<file path="src/start_ctrl_pkg.sv">
// Constants and types shared by the start source and current limit block.
// Assumes a single 50 MHz system clock and an APB register port.
package start_ctrl_pkg;
    // ======================================================
    // Timing
    localparam int CLK_HZ = 50_000_000;
    localparam int MS_PER_S = 1_000;
    localparam int TICK_MS = 1;
    localparam int CYC_PER_MS = CLK_HZ / MS_PER_S * TICK_MS;
    // ======================================================
    // Widths
    localparam int ADDR_W = 8;
    localparam int CUR_W = 10;
    localparam int SEC_W = 9;
    localparam int MS_W = 19;
    // ======================================================
    // Command source codes
    localparam logic [1:0] SRC_KEYPAD = 2'h0;
    localparam logic [1:0] SRC_TERMINAL = 2'h1;
    localparam logic [1:0] SRC_SERIAL = 2'h2;
    // ======================================================
    // Register byte offsets
    localparam logic [ADDR_W-1:0] OFS_LOCAL_SRC = 8'h00;
    localparam logic [ADDR_W-1:0] OFS_REMOTE_SRC = 8'h04;
    localparam logic [ADDR_W-1:0] OFS_INIT_CUR = 8'h08;
    localparam logic [ADDR_W-1:0] OFS_MAX_CUR = 8'h0C;
    localparam logic [ADDR_W-1:0] OFS_RAMP_TIME = 8'h10;
    localparam logic [ADDR_W-1:0] OFS_UTS_TIME = 8'h14;
    localparam logic [ADDR_W-1:0] OFS_CONTROL = 8'h18;
    localparam logic [ADDR_W-1:0] OFS_STATUS = 8'h1C;
    localparam logic [ADDR_W-1:0] OFS_CUR_REF = 8'h20;
    // ======================================================
    // Field positions
    localparam int CTRL_REMOTE_BIT = 0;
    localparam int CTRL_START_BIT = 1;
    localparam int CTRL_STOP_BIT = 2;
    localparam int STAT_STATE_LSB = 0;
    localparam int STAT_SRC_LSB = 4;
    localparam int STAT_REMOTE_BIT = 8;
    localparam int STAT_UTS_BIT = 9;
    // ======================================================
    // Reset values and limits
    localparam logic [1:0] SRC_RST = SRC_TERMINAL;
    localparam logic [CUR_W-1:0] INIT_CUR_RST = 10'h064;
    localparam logic [CUR_W-1:0] INIT_CUR_MIN = 10'h032;
    localparam logic [CUR_W-1:0] INIT_CUR_MAX = 10'h258;
    localparam logic [CUR_W-1:0] MAX_CUR_RST = 10'h258;
    localparam logic [CUR_W-1:0] MAX_CUR_MIN = 10'h064;
    localparam logic [CUR_W-1:0] MAX_CUR_MAX = 10'h320;
    localparam logic [SEC_W-1:0] RAMP_TIME_RST = 9'h00F;
    localparam logic [SEC_W-1:0] RAMP_TIME_MAX = 9'h12C;
    localparam logic [SEC_W-1:0] UTS_TIME_RST = 9'h014;
    localparam logic [SEC_W-1:0] UTS_TIME_MIN = 9'h001;
    localparam logic [SEC_W-1:0] UTS_TIME_MAX = 9'h12C;
    // ======================================================
    // Motor start sequence
    typedef enum logic [1:0] {ST_IDLE, ST_RAMP, ST_HOLD, ST_RUN} motor_state_t;

    // Inclusive range check for a written value
    function automatic logic in_range(input logic [15:0] v, input logic [15:0] lo,
                                      input logic [15:0] hi);
        in_range = (v >= lo) && (v <= hi);
    endfunction
endpackage

</file>
<file path="src/tick_gen.sv">
// Enable divider: one-cycle tick every DIV enabled cycles.
// Assumes the enable and clear are synchronous to the clock.
`timescale 1ns/1ps
module tick_gen #(
    parameter int DIV = 50_000
) (
    input wire logic clk,
    input wire logic rstN,
    input wire logic clr,
    input wire logic en,
    output logic tick
);
    localparam int CW = (DIV > 1) ? $clog2(DIV) : 1;
    localparam logic [CW-1:0] LAST = CW'(DIV - 1);

    // ======================================================
    // Parameter check
    initial begin
        if (DIV < 1) begin
            $error("tick_gen: DIV must be at least 1");
        end
    end

    logic [CW-1:0] cnt_r;
    wire atLast = (cnt_r == LAST);

    // Count enabled cycles, wrap at the last one
    always_ff @(posedge clk or negedge rstN) begin
        if (!rstN) begin
            cnt_r <= '0;
        end else if (clr) begin
            cnt_r <= '0;
        end else if (en) begin
            cnt_r <= atLast ? '0 : cnt_r + 1'b1;
        end
    end

    assign tick = en && atLast && !clr;
endmodule

</file>
<file path="src/ramp_gen.sv">
// Linear current ramp from an initial to a final level over a time in ms.
// Assumes one tick per millisecond and a load pulse at each start.
`timescale 1ns/1ps
module ramp_gen #(
    parameter int LVL_W = 10,
    parameter int MSW = 19
) (
    input wire logic clk,
    input wire logic rstN,
    input wire logic load,
    input wire logic tick,
    input wire logic [LVL_W-1:0] initLvl,
    input wire logic [LVL_W-1:0] maxLvl,
    input wire logic [MSW-1:0] rampMs,
    output logic [LVL_W-1:0] level,
    output logic done
);
    // ======================================================
    // Parameter check
    initial begin
        if (LVL_W >= MSW) begin
            $error("ramp_gen: level width must be below time width");
        end
    end

    logic [LVL_W-1:0] level_r;
    logic [MSW-1:0] elapsed_r;
    logic [MSW:0] acc_r;
    logic done_r;

    // Step size and error accumulator (one step at most per tick)
    wire [LVL_W-1:0] delta = (maxLvl > initLvl) ? maxLvl - initLvl : '0;
    wire [MSW:0] accSum = acc_r + (MSW + 1)'(delta);
    wire stepUp = accSum >= {1'b0, rampMs};
    wire [MSW-1:0] elapsedNxt = elapsed_r + 1'b1;

    // Ramp progress, ends exactly on the final level
    always_ff @(posedge clk or negedge rstN) begin
        if (!rstN) begin
            level_r <= '0;
            elapsed_r <= '0;
            acc_r <= '0;
            done_r <= 1'b0;
        end else if (load) begin
            level_r <= (rampMs == '0) ? maxLvl : initLvl;
            elapsed_r <= '0;
            acc_r <= '0;
            done_r <= (rampMs == '0);
        end else if (tick && !done_r) begin
            elapsed_r <= elapsedNxt;
            acc_r <= stepUp ? accSum - {1'b0, rampMs} : accSum;
            if (elapsedNxt == rampMs) begin
                level_r <= maxLvl;
                done_r <= 1'b1;
            end else if (stepUp) begin
                level_r <= level_r + 1'b1;
            end
        end
    end

    assign level = level_r;
    assign done = done_r;
endmodule

</file>
<file path="src/start_source_current.sv">
// Start/stop source selection and motor start current ramp, APB registers.
// Assumes a 50 MHz clock, synchronous inputs and a zero-wait APB master.
// Operation
// Source settings hold keypad, terminal or serial; default terminal; only selected source commands.
// Separate local and remote source settings; local/remote selection picks the active one.
// Configured digital input selects: low means local, high means remote.
// Without that input, a serial control bit selects; resets to 0, local.
// Initial current accepts 50 to 600 percent; defaults to 100.
// On start the current reference begins at the initial current.
// Software must keep the initial current below the maximum current.
// Maximum current accepts 100 to 800 percent; defaults to 600.
// Maximum current is the reference reached at ramp end.
// After the ramp the reference is capped at maximum current.
// Ramp over before full speed: hold maximum until full speed or timer expiry.
// Ramp runs initial to maximum over 0 to 300 s, default 15 s.
// Out-of-range writes to source or current settings are ignored.
// Ramp reference rises linearly with elapsed time.
`timescale 1ns/1ps
module start_source_current
    import start_ctrl_pkg::*;
#(
    parameter int MS_CYCLES = start_ctrl_pkg::CYC_PER_MS
) (
    input wire logic core_clk,
    input wire logic reset_n,
    input wire logic [start_ctrl_pkg::ADDR_W-1:0] paddr,
    input wire logic psel,
    input wire logic penable,
    input wire logic pwrite,
    input wire logic [31:0] pwdata,
    output logic [31:0] prdata,
    output logic pready,
    output logic pslverr,
    input wire logic keypadStart,
    input wire logic keypadStop,
    input wire logic termStart,
    input wire logic termStop,
    input wire logic locRemInputCfg,
    input wire logic locRemInput,
    input wire logic fullSpeed,
    output logic [start_ctrl_pkg::CUR_W-1:0] currentRef,
    output logic [start_ctrl_pkg::CUR_W-1:0] currentLimit,
    output logic motorRunning,
    output logic upToSpeedExpired
);
    import start_ctrl_pkg::*;

    // ======================================================
    // Parameter check
    initial begin
        if (MS_CYCLES < 1) begin
            $error("start_source_current: MS_CYCLES must be at least 1");
        end
    end

    // ======================================================
    // Settings and state
    logic [1:0] localSrc_r;
    logic [1:0] remoteSrc_r;
    logic [CUR_W-1:0] initCur_r;
    logic [CUR_W-1:0] maxCur_r;
    logic [SEC_W-1:0] rampTime_r;
    logic [SEC_W-1:0] utsTime_r;
    logic ctrlRemote_r;
    logic serStart_r;
    logic serStop_r;
    logic [31:0] prdata_r;
    logic [CUR_W-1:0] currentRef_r;
    logic [CUR_W-1:0] currentRef_nxt;
    logic [SEC_W-1:0] utsSec_r;
    logic utsExp_r;
    motor_state_t state_r;
    motor_state_t state_nxt;
    logic msTick;
    logic secTick;
    logic [CUR_W-1:0] rampLevel;
    logic rampDone;

    // ======================================================
    // APB decode
    wire regWrite = psel && penable && pwrite;
    wire setupRd = psel && !penable && !pwrite;
    wire addrHit = (paddr == OFS_LOCAL_SRC) || (paddr == OFS_REMOTE_SRC)
                || (paddr == OFS_INIT_CUR) || (paddr == OFS_MAX_CUR)
                || (paddr == OFS_RAMP_TIME) || (paddr == OFS_UTS_TIME)
                || (paddr == OFS_CONTROL) || (paddr == OFS_STATUS)
                || (paddr == OFS_CUR_REF);
    assign pready = 1'b1;
    assign pslverr = psel && penable && !addrHit;

    // Write value checks
    // range gates
    wire srcOk = in_range(16'(pwdata[15:0]), 16'(SRC_KEYPAD), 16'(SRC_SERIAL));
    wire initOk = in_range(pwdata[15:0], 16'(INIT_CUR_MIN), 16'(INIT_CUR_MAX))
               && (pwdata[31:16] == 16'h0000);
    wire maxOk = in_range(pwdata[15:0], 16'(MAX_CUR_MIN), 16'(MAX_CUR_MAX))
              && (pwdata[31:16] == 16'h0000);
    wire rampOk = in_range(pwdata[15:0], 16'h0000, 16'(RAMP_TIME_MAX))
               && (pwdata[31:16] == 16'h0000);
    wire utsOk = in_range(pwdata[15:0], 16'(UTS_TIME_MIN), 16'(UTS_TIME_MAX))
              && (pwdata[31:16] == 16'h0000);
    wire srcWordOk = srcOk && (pwdata[31:16] == 16'h0000);
    wire wrLocal = regWrite && (paddr == OFS_LOCAL_SRC) && srcWordOk;
    wire wrRemote = regWrite && (paddr == OFS_REMOTE_SRC) && srcWordOk;
    wire wrInit = regWrite && (paddr == OFS_INIT_CUR) && initOk;
    wire wrMax = regWrite && (paddr == OFS_MAX_CUR) && maxOk;
    wire wrRamp = regWrite && (paddr == OFS_RAMP_TIME) && rampOk;
    wire wrUts = regWrite && (paddr == OFS_UTS_TIME) && utsOk;
    wire wrCtrl = regWrite && (paddr == OFS_CONTROL);

    // Settings registers
    // terminal default
    // initial default
    // maximum default
    // ramp time default
    always_ff @(posedge core_clk or negedge reset_n) begin
        if (!reset_n) begin
            localSrc_r <= SRC_RST;
            remoteSrc_r <= SRC_RST;
            initCur_r <= INIT_CUR_RST;
            maxCur_r <= MAX_CUR_RST;
            rampTime_r <= RAMP_TIME_RST;
            utsTime_r <= UTS_TIME_RST;
        end else begin
            if (wrLocal) localSrc_r <= pwdata[1:0];
            if (wrRemote) remoteSrc_r <= pwdata[1:0];
            if (wrInit) initCur_r <= pwdata[CUR_W-1:0];
            if (wrMax) maxCur_r <= pwdata[CUR_W-1:0];
            if (wrRamp) rampTime_r <= pwdata[SEC_W-1:0];
            if (wrUts) utsTime_r <= pwdata[SEC_W-1:0];
        end
    end

    // Control bit and serial start/stop pulses
    // local after reset
    always_ff @(posedge core_clk or negedge reset_n) begin
        if (!reset_n) begin
            ctrlRemote_r <= 1'b0;
            serStart_r <= 1'b0;
            serStop_r <= 1'b0;
        end else begin
            if (wrCtrl) ctrlRemote_r <= pwdata[CTRL_REMOTE_BIT];
            serStart_r <= wrCtrl && pwdata[CTRL_START_BIT];
            serStop_r <= wrCtrl && pwdata[CTRL_STOP_BIT];
        end
    end

    // ======================================================
    // Source selection
    // input picks source
    // serial bit picks source
    wire remoteSel = locRemInputCfg ? locRemInput : ctrlRemote_r;
    // active source setting
    wire [1:0] activeSrc = remoteSel ? remoteSrc_r : localSrc_r;
    // commands from selected source only
    wire selStart = (activeSrc == SRC_KEYPAD) ? keypadStart
                  : (activeSrc == SRC_TERMINAL) ? termStart
                  : (activeSrc == SRC_SERIAL) ? serStart_r : 1'b0;
    wire selStop = (activeSrc == SRC_KEYPAD) ? keypadStop
                 : (activeSrc == SRC_TERMINAL) ? termStop
                 : (activeSrc == SRC_SERIAL) ? serStop_r : 1'b0;
    wire startTake = (state_r == ST_IDLE) && selStart && !selStop;

    // ======================================================
    // Time bases and ramp
    tick_gen #(.DIV(MS_CYCLES)) msDiv (
        .clk(core_clk),
        .rstN(reset_n),
        .clr(startTake),
        .en(1'b1),
        .tick(msTick)
    );

    tick_gen #(.DIV(MS_PER_S)) secDiv (
        .clk(core_clk),
        .rstN(reset_n),
        .clr(startTake),
        .en(msTick),
        .tick(secTick)
    );

    // ramp time in ms
    wire [MS_W-1:0] rampMs = MS_W'(rampTime_r * MS_PER_S);

    // linear ramp generator
    ramp_gen #(.LVL_W(CUR_W), .MSW(MS_W)) ramp (
        .clk(core_clk),
        .rstN(reset_n),
        .load(startTake),
        .tick(msTick),
        .initLvl(initCur_r),
        .maxLvl(maxCur_r),
        .rampMs(rampMs),
        .level(rampLevel),
        .done(rampDone)
    );

    // Up-to-speed timer, seconds since start
    always_ff @(posedge core_clk or negedge reset_n) begin
        if (!reset_n) begin
            utsSec_r <= '0;
            utsExp_r <= 1'b0;
        end else if (startTake) begin
            utsSec_r <= '0;
            utsExp_r <= 1'b0;
        end else if (secTick && !utsExp_r && state_r != ST_IDLE) begin
            utsSec_r <= utsSec_r + 1'b1;
            utsExp_r <= (utsSec_r + 1'b1) >= utsTime_r;
        end
    end

    // ======================================================
    // Start sequence
    always_comb begin
        state_nxt = state_r;
        case (state_r)
            ST_IDLE: begin
                if (startTake) state_nxt = ST_RAMP;
            end
            // ramp ends at maximum
            ST_RAMP: begin
                if (rampDone) state_nxt = fullSpeed ? ST_RUN : ST_HOLD;
            end
            // hold until speed or timer
            ST_HOLD: begin
                if (fullSpeed || utsExp_r) state_nxt = ST_RUN;
            end
            ST_RUN: begin
                state_nxt = ST_RUN;
            end
            default: begin
                state_nxt = ST_IDLE;
            end
        endcase
        if (selStop) state_nxt = ST_IDLE;
    end

    // Current reference per state
    // ramp starts at initial
    // capped at maximum
    always_comb begin
        case (state_r)
            ST_RAMP: currentRef_nxt = (rampLevel > maxCur_r) ? maxCur_r : rampLevel;
            ST_HOLD: currentRef_nxt = maxCur_r;
            ST_RUN: currentRef_nxt = maxCur_r;
            default: currentRef_nxt = '0;
        endcase
    end

    // Read data selection, unmapped reads zero
    wire [31:0] statusWord = (32'(state_r) << STAT_STATE_LSB)
                           | (32'(activeSrc) << STAT_SRC_LSB)
                           | (32'(remoteSel) << STAT_REMOTE_BIT)
                           | (32'(utsExp_r) << STAT_UTS_BIT);
    wire [31:0] readMux = (paddr == OFS_LOCAL_SRC) ? 32'(localSrc_r)
                        : (paddr == OFS_REMOTE_SRC) ? 32'(remoteSrc_r)
                        : (paddr == OFS_INIT_CUR) ? 32'(initCur_r)
                        : (paddr == OFS_MAX_CUR) ? 32'(maxCur_r)
                        : (paddr == OFS_RAMP_TIME) ? 32'(rampTime_r)
                        : (paddr == OFS_UTS_TIME) ? 32'(utsTime_r)
                        : (paddr == OFS_CONTROL) ? 32'(ctrlRemote_r)
                        : (paddr == OFS_STATUS) ? statusWord
                        : (paddr == OFS_CUR_REF) ? 32'(currentRef_r)
                        : 32'h0000_0000;

    // State and outputs
    always_ff @(posedge core_clk or negedge reset_n) begin
        if (!reset_n) begin
            state_r <= ST_IDLE;
            currentRef_r <= '0;
            prdata_r <= 32'h0000_0000;
        end else begin
            state_r <= state_nxt;
            currentRef_r <= currentRef_nxt;
            if (setupRd) prdata_r <= readMux;
        end
    end

    assign prdata = prdata_r;
    assign currentRef = currentRef_r;
    assign currentLimit = maxCur_r;
    assign motorRunning = (state_r != ST_IDLE);
    assign upToSpeedExpired = utsExp_r;
endmodule

</file>
<file path="config.mk">
export PLATFORM = sky130hd
export DESIGN_NAME = start_source_current
export DESIGN_NICKNAME = d
export VERILOG_FILES = /design/src/start_ctrl_pkg.sv /design/src/tick_gen.sv /design/src/ramp_gen.sv /design/src/start_source_current.sv
export SDC_FILE = /design/constraint.sdc
export NUM_CORES = 1
export LEC_CHECK = 0
export BUFFER_PORTS_ARGS = -buffer_cell sky130_fd_sc_hd__buf_4
export CORE_MARGIN = 8
export CORE_UTILIZATION = 40
export DETAILED_ROUTE_END_ITERATION = 10
export PLACE_DENSITY = 0.64
export SLEW_MARGIN = 0
export SYNTH_ARGS = -nofsm -noshare
export SYNTH_HDL_FRONTEND = slang
export SYNTH_HIERARCHICAL = 1
export SYNTH_SLANG_ARGS = --single-unit
</file>
<file path="constraint.sdc">
create_clock -name core_clk -period 9.1 [get_ports core_clk]
set_clock_uncertainty 0.2 [all_clocks]
set_input_delay 0 -clock core_clk [delete_from_list [all_inputs] [get_ports core_clk]]
set_output_delay 0 -clock core_clk [all_outputs]
set_load 0.05 [all_outputs]
</file>
==> flow_metrics.py, run 1 <==
metrics = {
    "synth": {
        "synth_fa_ha_area_frac": 0.139,
        "yosys.area_share.simple": 0.202,
        "ys_seq_area_frac": 0.289,
        "ys_seq_elements": 153,
        "async_flop_share": 1.00,
        "synth_top_area_frac": 0.259,
        "ys.flop_type": "dfrtp_1",
        "synth_cells": 1519,
        "synth-warning-count": 6,
        "synth_compound_area_frac": 0.156,
        "synth_edf_count": 0,
        "syn_avg_cell_area_um2": 8.77,
        "synth_top_family_by_area": "simple AND/OR/NAND/NOR gates",
        "synth.distinct_cells": 95,
        "synth_top_area_cell": "dfrtp_1",
        "synth.area.mux_share": 0.0728,
        "yosys.area_share.xor_xnor": 0.0750,
        "syn_area_um2": 13300,
        "ys_top_cells_by_area": "dfrtp_1 (26%), ha_1 (9.6%), xnor2_1 (5.1%)",
    },
    "cells_and_area": {
        "antenna_cells": 0,
        "drive_gt1_frac": 0.147,
        "reg_top3": "ramp/acc_r x20, ramp/elapsed_r x19, msDiv/cnt_r x16",
        "final_util": 0.460,
        "num-nets-final": 1801,
        "area_growth_pct": 14.7,
        "largest_reg_flops": 20,
        "fin_cells": 2079,
        "top_register": "ramp/acc_r",
        "fillCellCount": 3197,
    },
    "global_route": {
        "use_met1": 0.253,
        "grt_max_degree": 93,
        "busiest_layer": "met2",
        "grt-ovfl-total": 0,
        "grt_first_pass_wirelength_um": 59300,
        "grtUsageTotal": 0.187,
        "antenna_found_initial": 0,
        "grt.met2_usage": 0.296,
        "use_met3": 0.0379,
        "grt_pass1_vias": 11100,
    },
    "pwr": {
        "ir_drop_mv": 0.131,
        "pwr_density_cell_nw_per_um2": 123,
        "static-leakage-power_nw": 6.77,
    },
    "worst_setup_path": {
        "crit_top_cell": "inv_1",
        "end_kind": "register",
        "r2r-end": "ramp/level[6]",
        "r2r-start": "rampTime_r[2]",
        "start_kind": "register",
        "rr_worst_depth": 25,
        "crit_type": "reg -> reg",
        "rrSetupSlack_ns": 1.40,
        "max_stage_delay_ns": 0.62,
        "critPathMaxFanout": 10,
        "required_ns": 9.21,
        "cp_slowest_cell": "dfstp_2",
        "critPathArrivalTime_ns": 7.81,
    },
    "detailed_routing": {
        "routed_via_density": 5.55,
        "num_vias": 11500,
        "drt_pre_antenna_iters": 6,
        "wirelength_um": 37500,
        "drc": 0,
        "post_drt_wl_per_cell_um": 18.0,
        "drt_iter0_markers": 913,
        "ant_nets": 0,
    },
    "timing": {
        "setup_violations": 0,
        "timing.final.crit_share": 0.846,
        "finalSetupTns_ns": 0,
        "whs_ns": 0.0336,
        "clock.fmax_mhz": 130,
        "period_needed_ns": 7.70,
        "rsz0062_at_grt": "false",
        "slew_headroom": 0.249,
        "hold_violations": 0,
        "tightest_slew_ns": 1.12,
        "slew_viol_final": 0,
    },
    "clocking": {
        "clk_transition_reported_paths_ns": 0.08,
        "cts_tree": "done",
        "clockBufferDepth": 2,
        "cts_root_buffer": "clkbuf_16",
        "cts.sinks": 153,
        "cts_buffers": 17,
        "clk_latency_ns": 0.44,
        "cts_resized": 0,
        "holdBufCountCts": 33,
        "cts_setup_buffers": 0,
        "htreeDepth": 4,
    },
    "min_path": {
        "hp-class": "in -> async",
    },
    "die": {
        "ios": 108,
        "start_util": 0.401,
        "die_width_um": 198,
        "rows": 67,
        "dieArea_um2": 39400,
        "core_area_um2": 33200,
        "die_y_um": 198,
    },
    "place": {
        "gp_congestion": 0.925,
        "dpl.cell_count": 2014,
        "io_buffers": 84,
        "dp_hpwl_um": 27500,
    },
    "run": {
        "cap_violations": 0,
    },
    "status": {
        "outcome": "finished, final reports clean",
    },
}
[Yosys cell counts (all sizes together), types with 6 or more instances]
cell / instances
o2111ai: 7
o21bai: 6
nor4: 29
a21oi: 67
nand4: 24
a21o: 15
nor2: 120
xor2: 37
o21a: 7
or3: 20
a211oi: 21
or4: 8
nand3b: 8
clkbuf: 38
o21ai: 90
nand3: 53
fa: 29
a32o: 7
dfstp: 15
nand2b: 16
mux2i: 26
mux2: 63
or2: 9
buf: 42
nor3: 26
nor2b: 14
a311oi: 12
o211ai: 14
nor4b: 6
and3: 15
a31oi: 8
nand2: 153
o31ai: 7
xnor2: 77
dfrtp: 138
inv: 120
ha: 102
[per-layer routing]
layer  up-vias  wire length, um
met4         0              905
li1       5540                -
met5         -                0
met2       322            17400
met3        62             2030
met1      5615            17100
[placed cells by master (no fill, tap or decap), types with 21 or more instances in the layout]
cell,instances
buf_4,92
nor3_1,24
ha_1,102
a21oi_1,67
dfrtp_1,138
nand2_1,153
xnor2_1,77
nand4_1,21
nor2_1,117
inv_1,120
mux2i_1,26
conb_1,36
mux2_2,55
dlygate4sd3_1,33
xor2_1,37
o21ai_0,79
nand3_1,50
nor4_1,24
fa_1,29
[per-stage QoR]
stage	setup WS (ns)	area, um2	power [mW]
finish	1.40	15300	1.88
global route	0.860	15300	1.95
CTS	1.40	15300	1.89
detailed placement	1.45	14300	1.07
global placement	1.56	14300	1.06
floorplan	2.50	13400	0.970
[power breakdown]
group          switching (mW)  internal [mW]  total, mW
combinational           0.192          0.122      0.313
clock                   0.337          0.474      0.811
sequential             0.0459          0.708      0.754
[worst max-delay path, delay by kind of cell, from the launching register on]
| family | cells | cell delay (ns) |
|---|---|---|
| buffers and inverters | 6 | 0.46 |
| flip-flops | 1 | 0.62 |
| XOR/XNOR | 1 | 0.30 |
| AND/OR/NAND/NOR | 3 | 0.97 |
| multiplexers | 1 | 0.42 |
| AO/OA/AOI/OAI | 8 | 1.81 |
| adder cells (fa/ha/maj) | 6 | 2.77 |
[cell families (layout without fill, tap and decap cells)]
logic type,after synthesis,after routing
xor+xnor,114,114
simple gates,521,521
flops,153,153
mux,89,89
fa+ha+maj,131,131
compound gates,309,309
other cells,2,36
buf+inv,200,278
[area by class of cell]
type / instances / area (um2) / share of cell area
sequential: 153 / 3850 / 0.252
clock buffer: 18 / 429 / 0.0281
tap: 448 / 561 / 0.0367
inverter: 120 / 450 / 0.0295
multi-input combinational: 1200 / 8740 / 0.572
timing repair buffer: 126 / 1030 / 0.0675
clock inverter: 14 / 225 / 0.0147
[worst max path at each step]
stage | start | to | slack, ns | depth (start not counted)
after floorplan | currentLimit[0] | ramp/level[1] | 2.50 | 31
after global placement | rampTime_r[2] | ramp/level[9] | 1.56 | 25
after detailed placement | rampTime_r[2] | ramp/level[5] | 1.45 | 25
after CTS | rampTime_r[2] | ramp/level[1] | 1.40 | 25
after global routing | rampTime_r[2] | ramp/level[5] | 0.86 | 25
final | rampTime_r[2] | ramp/level[6] | 1.40 | 25
(Power assumes the default switching activity.)
==> run 2: changes to the inputs <==
ABC_AREA = 1   (was default)
clock period = 7.6 ns   (was 9.1 ns; I/O delays follow)
==> flow_metrics.py, run 2 <==
metrics = {
    "status": {
        "outcome": "finished, final reports clean",
    },
    "timing": {
        "tightest_slew_ns": 0.941,
        "period_needed_ns": 7.06,
        "finalSetupTns_ns": 0,
        "rsz0062_at_grt": "false",
        "timing.final.crit_share": 0.929,
        "slew_headroom": 0.372,
        "setup_violations": 0,
        "hold_violations": 0,
        "slew_viol_final": 0,
        "whs_ns": 0.0342,
        "clock.fmax_mhz": 142,
    },
    "cells_and_area": {
        "antenna_cells": 0,
        "fillCellCount": 3512,
        "fin_cells": 2618,
        "final_util": 0.466,
        "layout_commonest_cell": "nand2_1",
        "area_growth_pct": 15.0,
        "multi_input_area_um2": 8790,
        "reg_top3": "ramp/acc_r x20, ramp/elapsed_r x19, msDiv/cnt_r x16",
        "ff_latch_area_um2": 3850,
        "num-nets-final": 2333,
        "drive_gt1_frac": 0.109,
        "layout_common_cells": "nand2_1 (539), inv_1 (267), nor2_1 (182), nand3_1 (163), dfrtp_1 (138)",
        "largest_reg_flops": 20,
        "top_register": "ramp/acc_r",
    },
    "synth": {
        "ys_seq_elements": 153,
        "syn_area_um2": 14000,
        "synthMostInstantiatedCell": "nand2_1",
        "async_flop_share": 1.00,
        "synth-warning-count": 6,
        "synth_edf_count": 0,
        "ys.flop_type": "dfrtp_1",
        "ys_top_cells_by_area": "dfrtp_1 (25%), nand2_1 (15%), ha_1 (9.1%)",
        "synth.distinct_cells": 60,
        "synth_cells": 2010,
        "ys_top_cells_by_count": "nand2_1 (539), inv_1 (267), nor2_1 (182), nand3_1 (163), dfrtp_1 (138)",
        "synth_top_area_frac": 0.248,
        "synth_top_area_cell": "dfrtp_1",
        "ys_seq_area_frac": 0.276,
        "syn_avg_cell_area_um2": 6.94,
    },
    "die": {
        "die_y_um": 203,
        "core_area_um2": 34500,
        "dieArea_um2": 41100,
        "start_util": 0.405,
        "die_width_um": 203,
        "ios": 108,
        "rows": 68,
    },
    "clocking": {
        "clk_latency_ns": 0.44,
        "clk_transition_reported_paths_ns": 0.07,
        "cts_setup_buffers": 0,
        "cts.sinks": 153,
        "htreeDepth": 4,
        "cts_tree": "done",
        "clockBufferDepth": 2,
        "cts_root_buffer": "clkbuf_16",
        "cts_buffers": 17,
    },
    "detailed_routing": {
        "num_vias": 13500,
        "wirelength_um": 40600,
        "ant_nets": 0,
        "drt_iter0_markers": 1072,
        "post_drt_wl_per_cell_um": 15.5,
        "drt_pre_antenna_iters": 5,
        "routed_via_density": 5.16,
        "drc": 0,
    },
    "worst_setup_path": {
        "critPathMaxFanout": 18,
        "end_kind": "register",
        "crit_type": "reg -> reg",
        "crit_top_cell": "nand2_1",
        "critPathArrivalTime_ns": 7.19,
        "cp_slowest_cell": "dfstp_2",
        "required_ns": 7.72,
        "max_stage_delay_ns": 0.61,
        "start_kind": "register",
    },
    "pwr": {
        "finalPower_mw": 2.60,
        "static-leakage-power_nw": 8.28,
        "ir_drop_mv": 0.146,
        "pwr_density_cell_nw_per_um2": 162,
    },
    "global_route": {
        "grt-ovfl-total": 0,
        "grt_pass1_vias": 13000,
        "grt_first_pass_wirelength_um": 66500,
        "antenna_found_initial": 0,
        "grtUsageTotal": 0.196,
        "grt_max_degree": 97,
    },
    "place": {
        "dp_hpwl_um": 31200,
        "io_buffers": 84,
        "dpl.cell_count": 2540,
        "gp_congestion": 0.920,
    },
    "run": {
        "cap_violations": 0,
    },
    "min_path": {
        "hp-class": "in -> reg",
    },
}
run 2: cell count changes after synthesis, sizes merged, moves of 24 or more:
cell,previous run,this run
a21oi,67,93
clkbuf,38,14
inv,120,288
mux2,63,0
mux2i,26,0
nand2,153,556
nand3,53,174
nor2,120,210
o21ai,90,134
xnor2,77,23
run 2: worst max-delay path, delay by kind of cell (launching register included):
family / cells / cell delay, ns
AOI/OAI and AO/OA: 3 / 0.68
xor gates and xnor gates: 1 / 0.24
adders and majority gates: 6 / 2.79
buffers and inverters: 6 / 0.48
DFF: 1 / 0.61
and+or+nand+nor: 14 / 1.96
run 2: routing by layer:
| metal | routed length (um) | up-vias | GRT usage | share of wire |
|---|---|---|---|---|
| met1 | 18500 | 6297 | 0.264 | 0.46 |
| met4 | 990 | 0 | 0.0640 | 0.024 |
| met3 | 2230 | 72 | 0.0271 | 0.055 |
| met5 | 0 | - | 0 | 0 |
| met2 | 18800 | 395 | 0.319 | 0.46 |
| li1 | - | 6754 | - | - |
run 2: final timing paths:
path / from / depth (start not counted) / end / slack [ns]
min reg2reg: utsTime_r[2] / 2 / utsTime_r[2] / 0.28
max: rampTime_r[2] / 30 / ramp/level[3] / 0.54
max in group asynchronous: reset_n / 3 / initCur_r[7] / 5.80
max reg2reg: rampTime_r[2] / 30 / ramp/level[3] / 0.54
min: paddr[1] / 9 / prdata[6] / 0.03
min in group asynchronous: reset_n / 2 / ramp/acc_r[17] / 0.04
run 2: cell type report:
type,instances,share of cell area
Multi-Input combinational cell,1550,0.548
Tap cell,455,0.0355
Timing Repair Buffer,138,0.0720
Inverter,290,0.0680
Clock inverter,10,0.00905
Sequential cell,153,0.240
Clock buffer,22,0.0277
run 2: through the flow:
step           worst slack [ns]  instance area, um2
5_1_grt                  0.0265               16000
3_3_place_gp              0.732               15000
2_1_floorplan              1.63               14100
6_report                  0.538               16000
3_5_place_dp              0.563               15000
4_1_cts                   0.525               16000
run 2: report_power, final:
group	switching (mW)	leakage (nW)	internal, mW	total, mW
Combinational	0.486	5.95	0.254	0.741
Sequential	0.0963	2.05	0.877	0.973
Clock	0.370	0.279	0.520	0.890
run 2: cells by family after synthesis:
kind of cell             after synthesis  share of synthesized area
flip-flops                           153                      0.276
other                                  2                   0.000538
AND/OR/NAND/NOR                     1027                      0.327
adder cells (fa/ha/maj)              131                      0.133
AO/OA/AOI/OAI                        290                      0.118
XOR/XNOR                              65                     0.0419
buffers and inverters                342                      0.103
run 2: what timing repair did:
action | in CTS | in global routing
setup endpoints to repair | 0 | 0
hold buffers | 46 | 0
gates resized for setup | 0 | 0
endpoints found under the hold margin | 149 | 0
==> run 3: changes to the inputs <==
RECOVER_POWER = 25   (was default)
==> flow_metrics.py, run 3 (synthesized netlist as in run 2, its figures left out) <==
metrics = {
    "status": {
        "outcome": "finished with violations",
        "violations": "capacitance limit, slew limit",
    },
    "cells_and_area": {
        "antenna_cells": 0,
        "layout_common_cells": "nand2_1 (539), inv_1 (267), nor2_1 (182), nand3_1 (163), dfrtp_1 (138)",
        "fillCellCount": 3528,
        "largest_reg_flops": 20,
        "area_growth_pct": 14.7,
        "num-nets-final": 2333,
        "layout_commonest_cell": "nand2_1",
        "drive_gt1_frac": 0.104,
        "ff_latch_area_um2": 3850,
        "reg_top3": "ramp/acc_r x20, ramp/elapsed_r x19, msDiv/cnt_r x16",
        "fin_area_um2": 16000,
        "final_util": 0.464,
        "top_register": "ramp/acc_r",
        "multi_input_area_um2": 8790,
    },
    "global_route": {
        "antenna_found_initial": 0,
        "grt_max_degree": 97,
        "grt_pass1_vias": 13000,
        "grt_first_pass_wirelength_um": 66500,
        "grt-ovfl-total": 0,
        "grtUsageTotal": 0.196,
    },
    "min_path": {
        "min_from": "paddr[1]",
        "hp-class": "in -> reg",
    },
    "detailed_routing": {
        "ant_nets": 0,
        "drc": 0,
        "wirelength_um": 40600,
        "highest_layer": "met4",
        "wl_met2_um": 18800,
        "post_drt_wl_per_cell_um": 15.5,
        "wl_met1_um": 18600,
        "met3_length_um": 2280,
        "drt_iter0_markers": 1074,
        "routed_via_density": 5.17,
        "num_vias": 13500,
        "drt_pre_antenna_iters": 5,
    },
    "place": {
        "gp_congestion": 0.920,
        "placed_cell_area_um2": 15000,
        "pre_cts_ws_ns": 0.563,
        "dp_hpwl_um": 31200,
        "io_buffers": 84,
    },
    "worst_setup_path": {
        "r2r-end": "ramp/level[3]",
        "rrSetupSlack_ns": 0.54,
        "start_kind": "register",
        "crit_path_end": "ramp/level[3]",
        "critPathMaxFanout": 18,
        "crit_top_cell": "nand2_1",
        "end_kind": "register",
        "max_stage_delay_ns": 0.61,
        "rr_worst_depth": 30,
        "crit_start": "rampTime_r[2]",
        "critPathArrivalTime_ns": 7.18,
        "cp_slowest_cell": "dfstp_2",
        "r2r-start": "rampTime_r[2]",
        "required_ns": 7.72,
        "crit_type": "reg -> reg",
    },
    "die": {
        "core_area_um2": 34500,
        "die_y_um": 203,
        "start_util": 0.405,
        "ios": 108,
        "die_width_um": 203,
        "rows": 68,
        "dieArea_um2": 41100,
    },
    "timing": {
        "slew_viol_final": 97,
        "finalSetupTns_ns": 0,
        "clock.fmax_mhz": 142,
        "timing.final.crit_share": 0.929,
        "slew_headroom": -2.64,
        "rsz0062_at_grt": "false",
        "fin_ws_ns": 0.538,
        "setup_violations": 0,
        "period_needed_ns": 7.06,
        "hold_violations": 0,
        "tightest_slew_ns": 5.45,
    },
    "pwr": {
        "clock_power_share": 0.342,
        "finalPower_mw": 2.60,
        "swShare": 0.366,
        "intPower_mw": 1.65,
        "static-leakage-power_nw": 8.24,
        "ir_drop_mv": 0.146,
        "pwr_density_cell_nw_per_um2": 163,
        "p_comb_frac": 0.285,
        "switching_power_uw": 954,
        "p_seq_frac": 0.374,
    },
    "clocking": {
        "cts_resized": 0,
        "clk_latency_ns": 0.44,
        "htreeDepth": 4,
        "cts_buffers": 17,
        "clockBufferDepth": 2,
        "clk_transition_reported_paths_ns": 0.07,
        "cts.sinks": 153,
        "cts_tree": "done",
        "cts_root_buffer": "clkbuf_16",
        "cts_setup_buffers": 0,
    },
    "run": {
        "cap_violations": 1,
    },
}
run 3: through the flow:
step / hold WS [ns] / std cells
finish: 0.0338 / 2618
global route: 0.0718 / 2618
CTS: 0.000810 / 2618
detailed placement: -0.0200 / 2540
global placement: -0.0270 / 2540
floorplan: -0.496 / 2045
run 3: layout make-up:
type / instances / area share
sequential: 153 / 0.240
multi-input combinational: 1550 / 0.549
tap: 455 / 0.0356
clock buffer: 22 / 0.0278
clock inverter: 10 / 0.00907
timing repair buffer: 138 / 0.0696
inverter: 290 / 0.0682
run 3: worst min-delay path by stage:
stage	to	slack, ns	cells after the start
detailed placement	ramp/acc_r[17]	-0.02	1
CTS	prdata[1]	0.0008	8
floorplan	ctrlRemote_r	-0.50	0
finish	prdata[6]	0.03	9
global route	prdata[6]	0.07	9
global placement	ramp/acc_r[16]	-0.03	1
run 3: power by group through the flow:
stage	Sequential [mW]	Clock [mW]	Combinational, mW
2_1_floorplan	0.979	0	0.530
3_3_place_gp	0.986	0	0.697
3_5_place_dp	0.986	0	0.707
4_1_cts	0.972	0.910	0.735
5_1_grt	0.981	0.942	0.841
6_report	0.973	0.890	0.741
run 3: worst max-delay path, delay by kind of cell, from the launching register on:
family | cells | cell delay (ns)
fa+ha+maj | 6 | 2.79
buf+inv | 6 | 0.48
simple gates | 14 | 1.96
xor+xnor | 1 | 0.24
compound gates | 3 | 0.68
flops | 1 | 0.61
run 3: routing by layer:
metal / track usage / vias to the layer above
met5: 0 / -
li1: - / 6754
met1: 0.264 / 6298
met3: 0.0271 / 72
met2: 0.319 / 403
met4: 0.0640 / 0
run 3: what timing repair did:
item	4_1_cts	5_1_grt
setup endpoints to repair	0	0
hold buffers	46	0
hold endpoints to repair	149	0
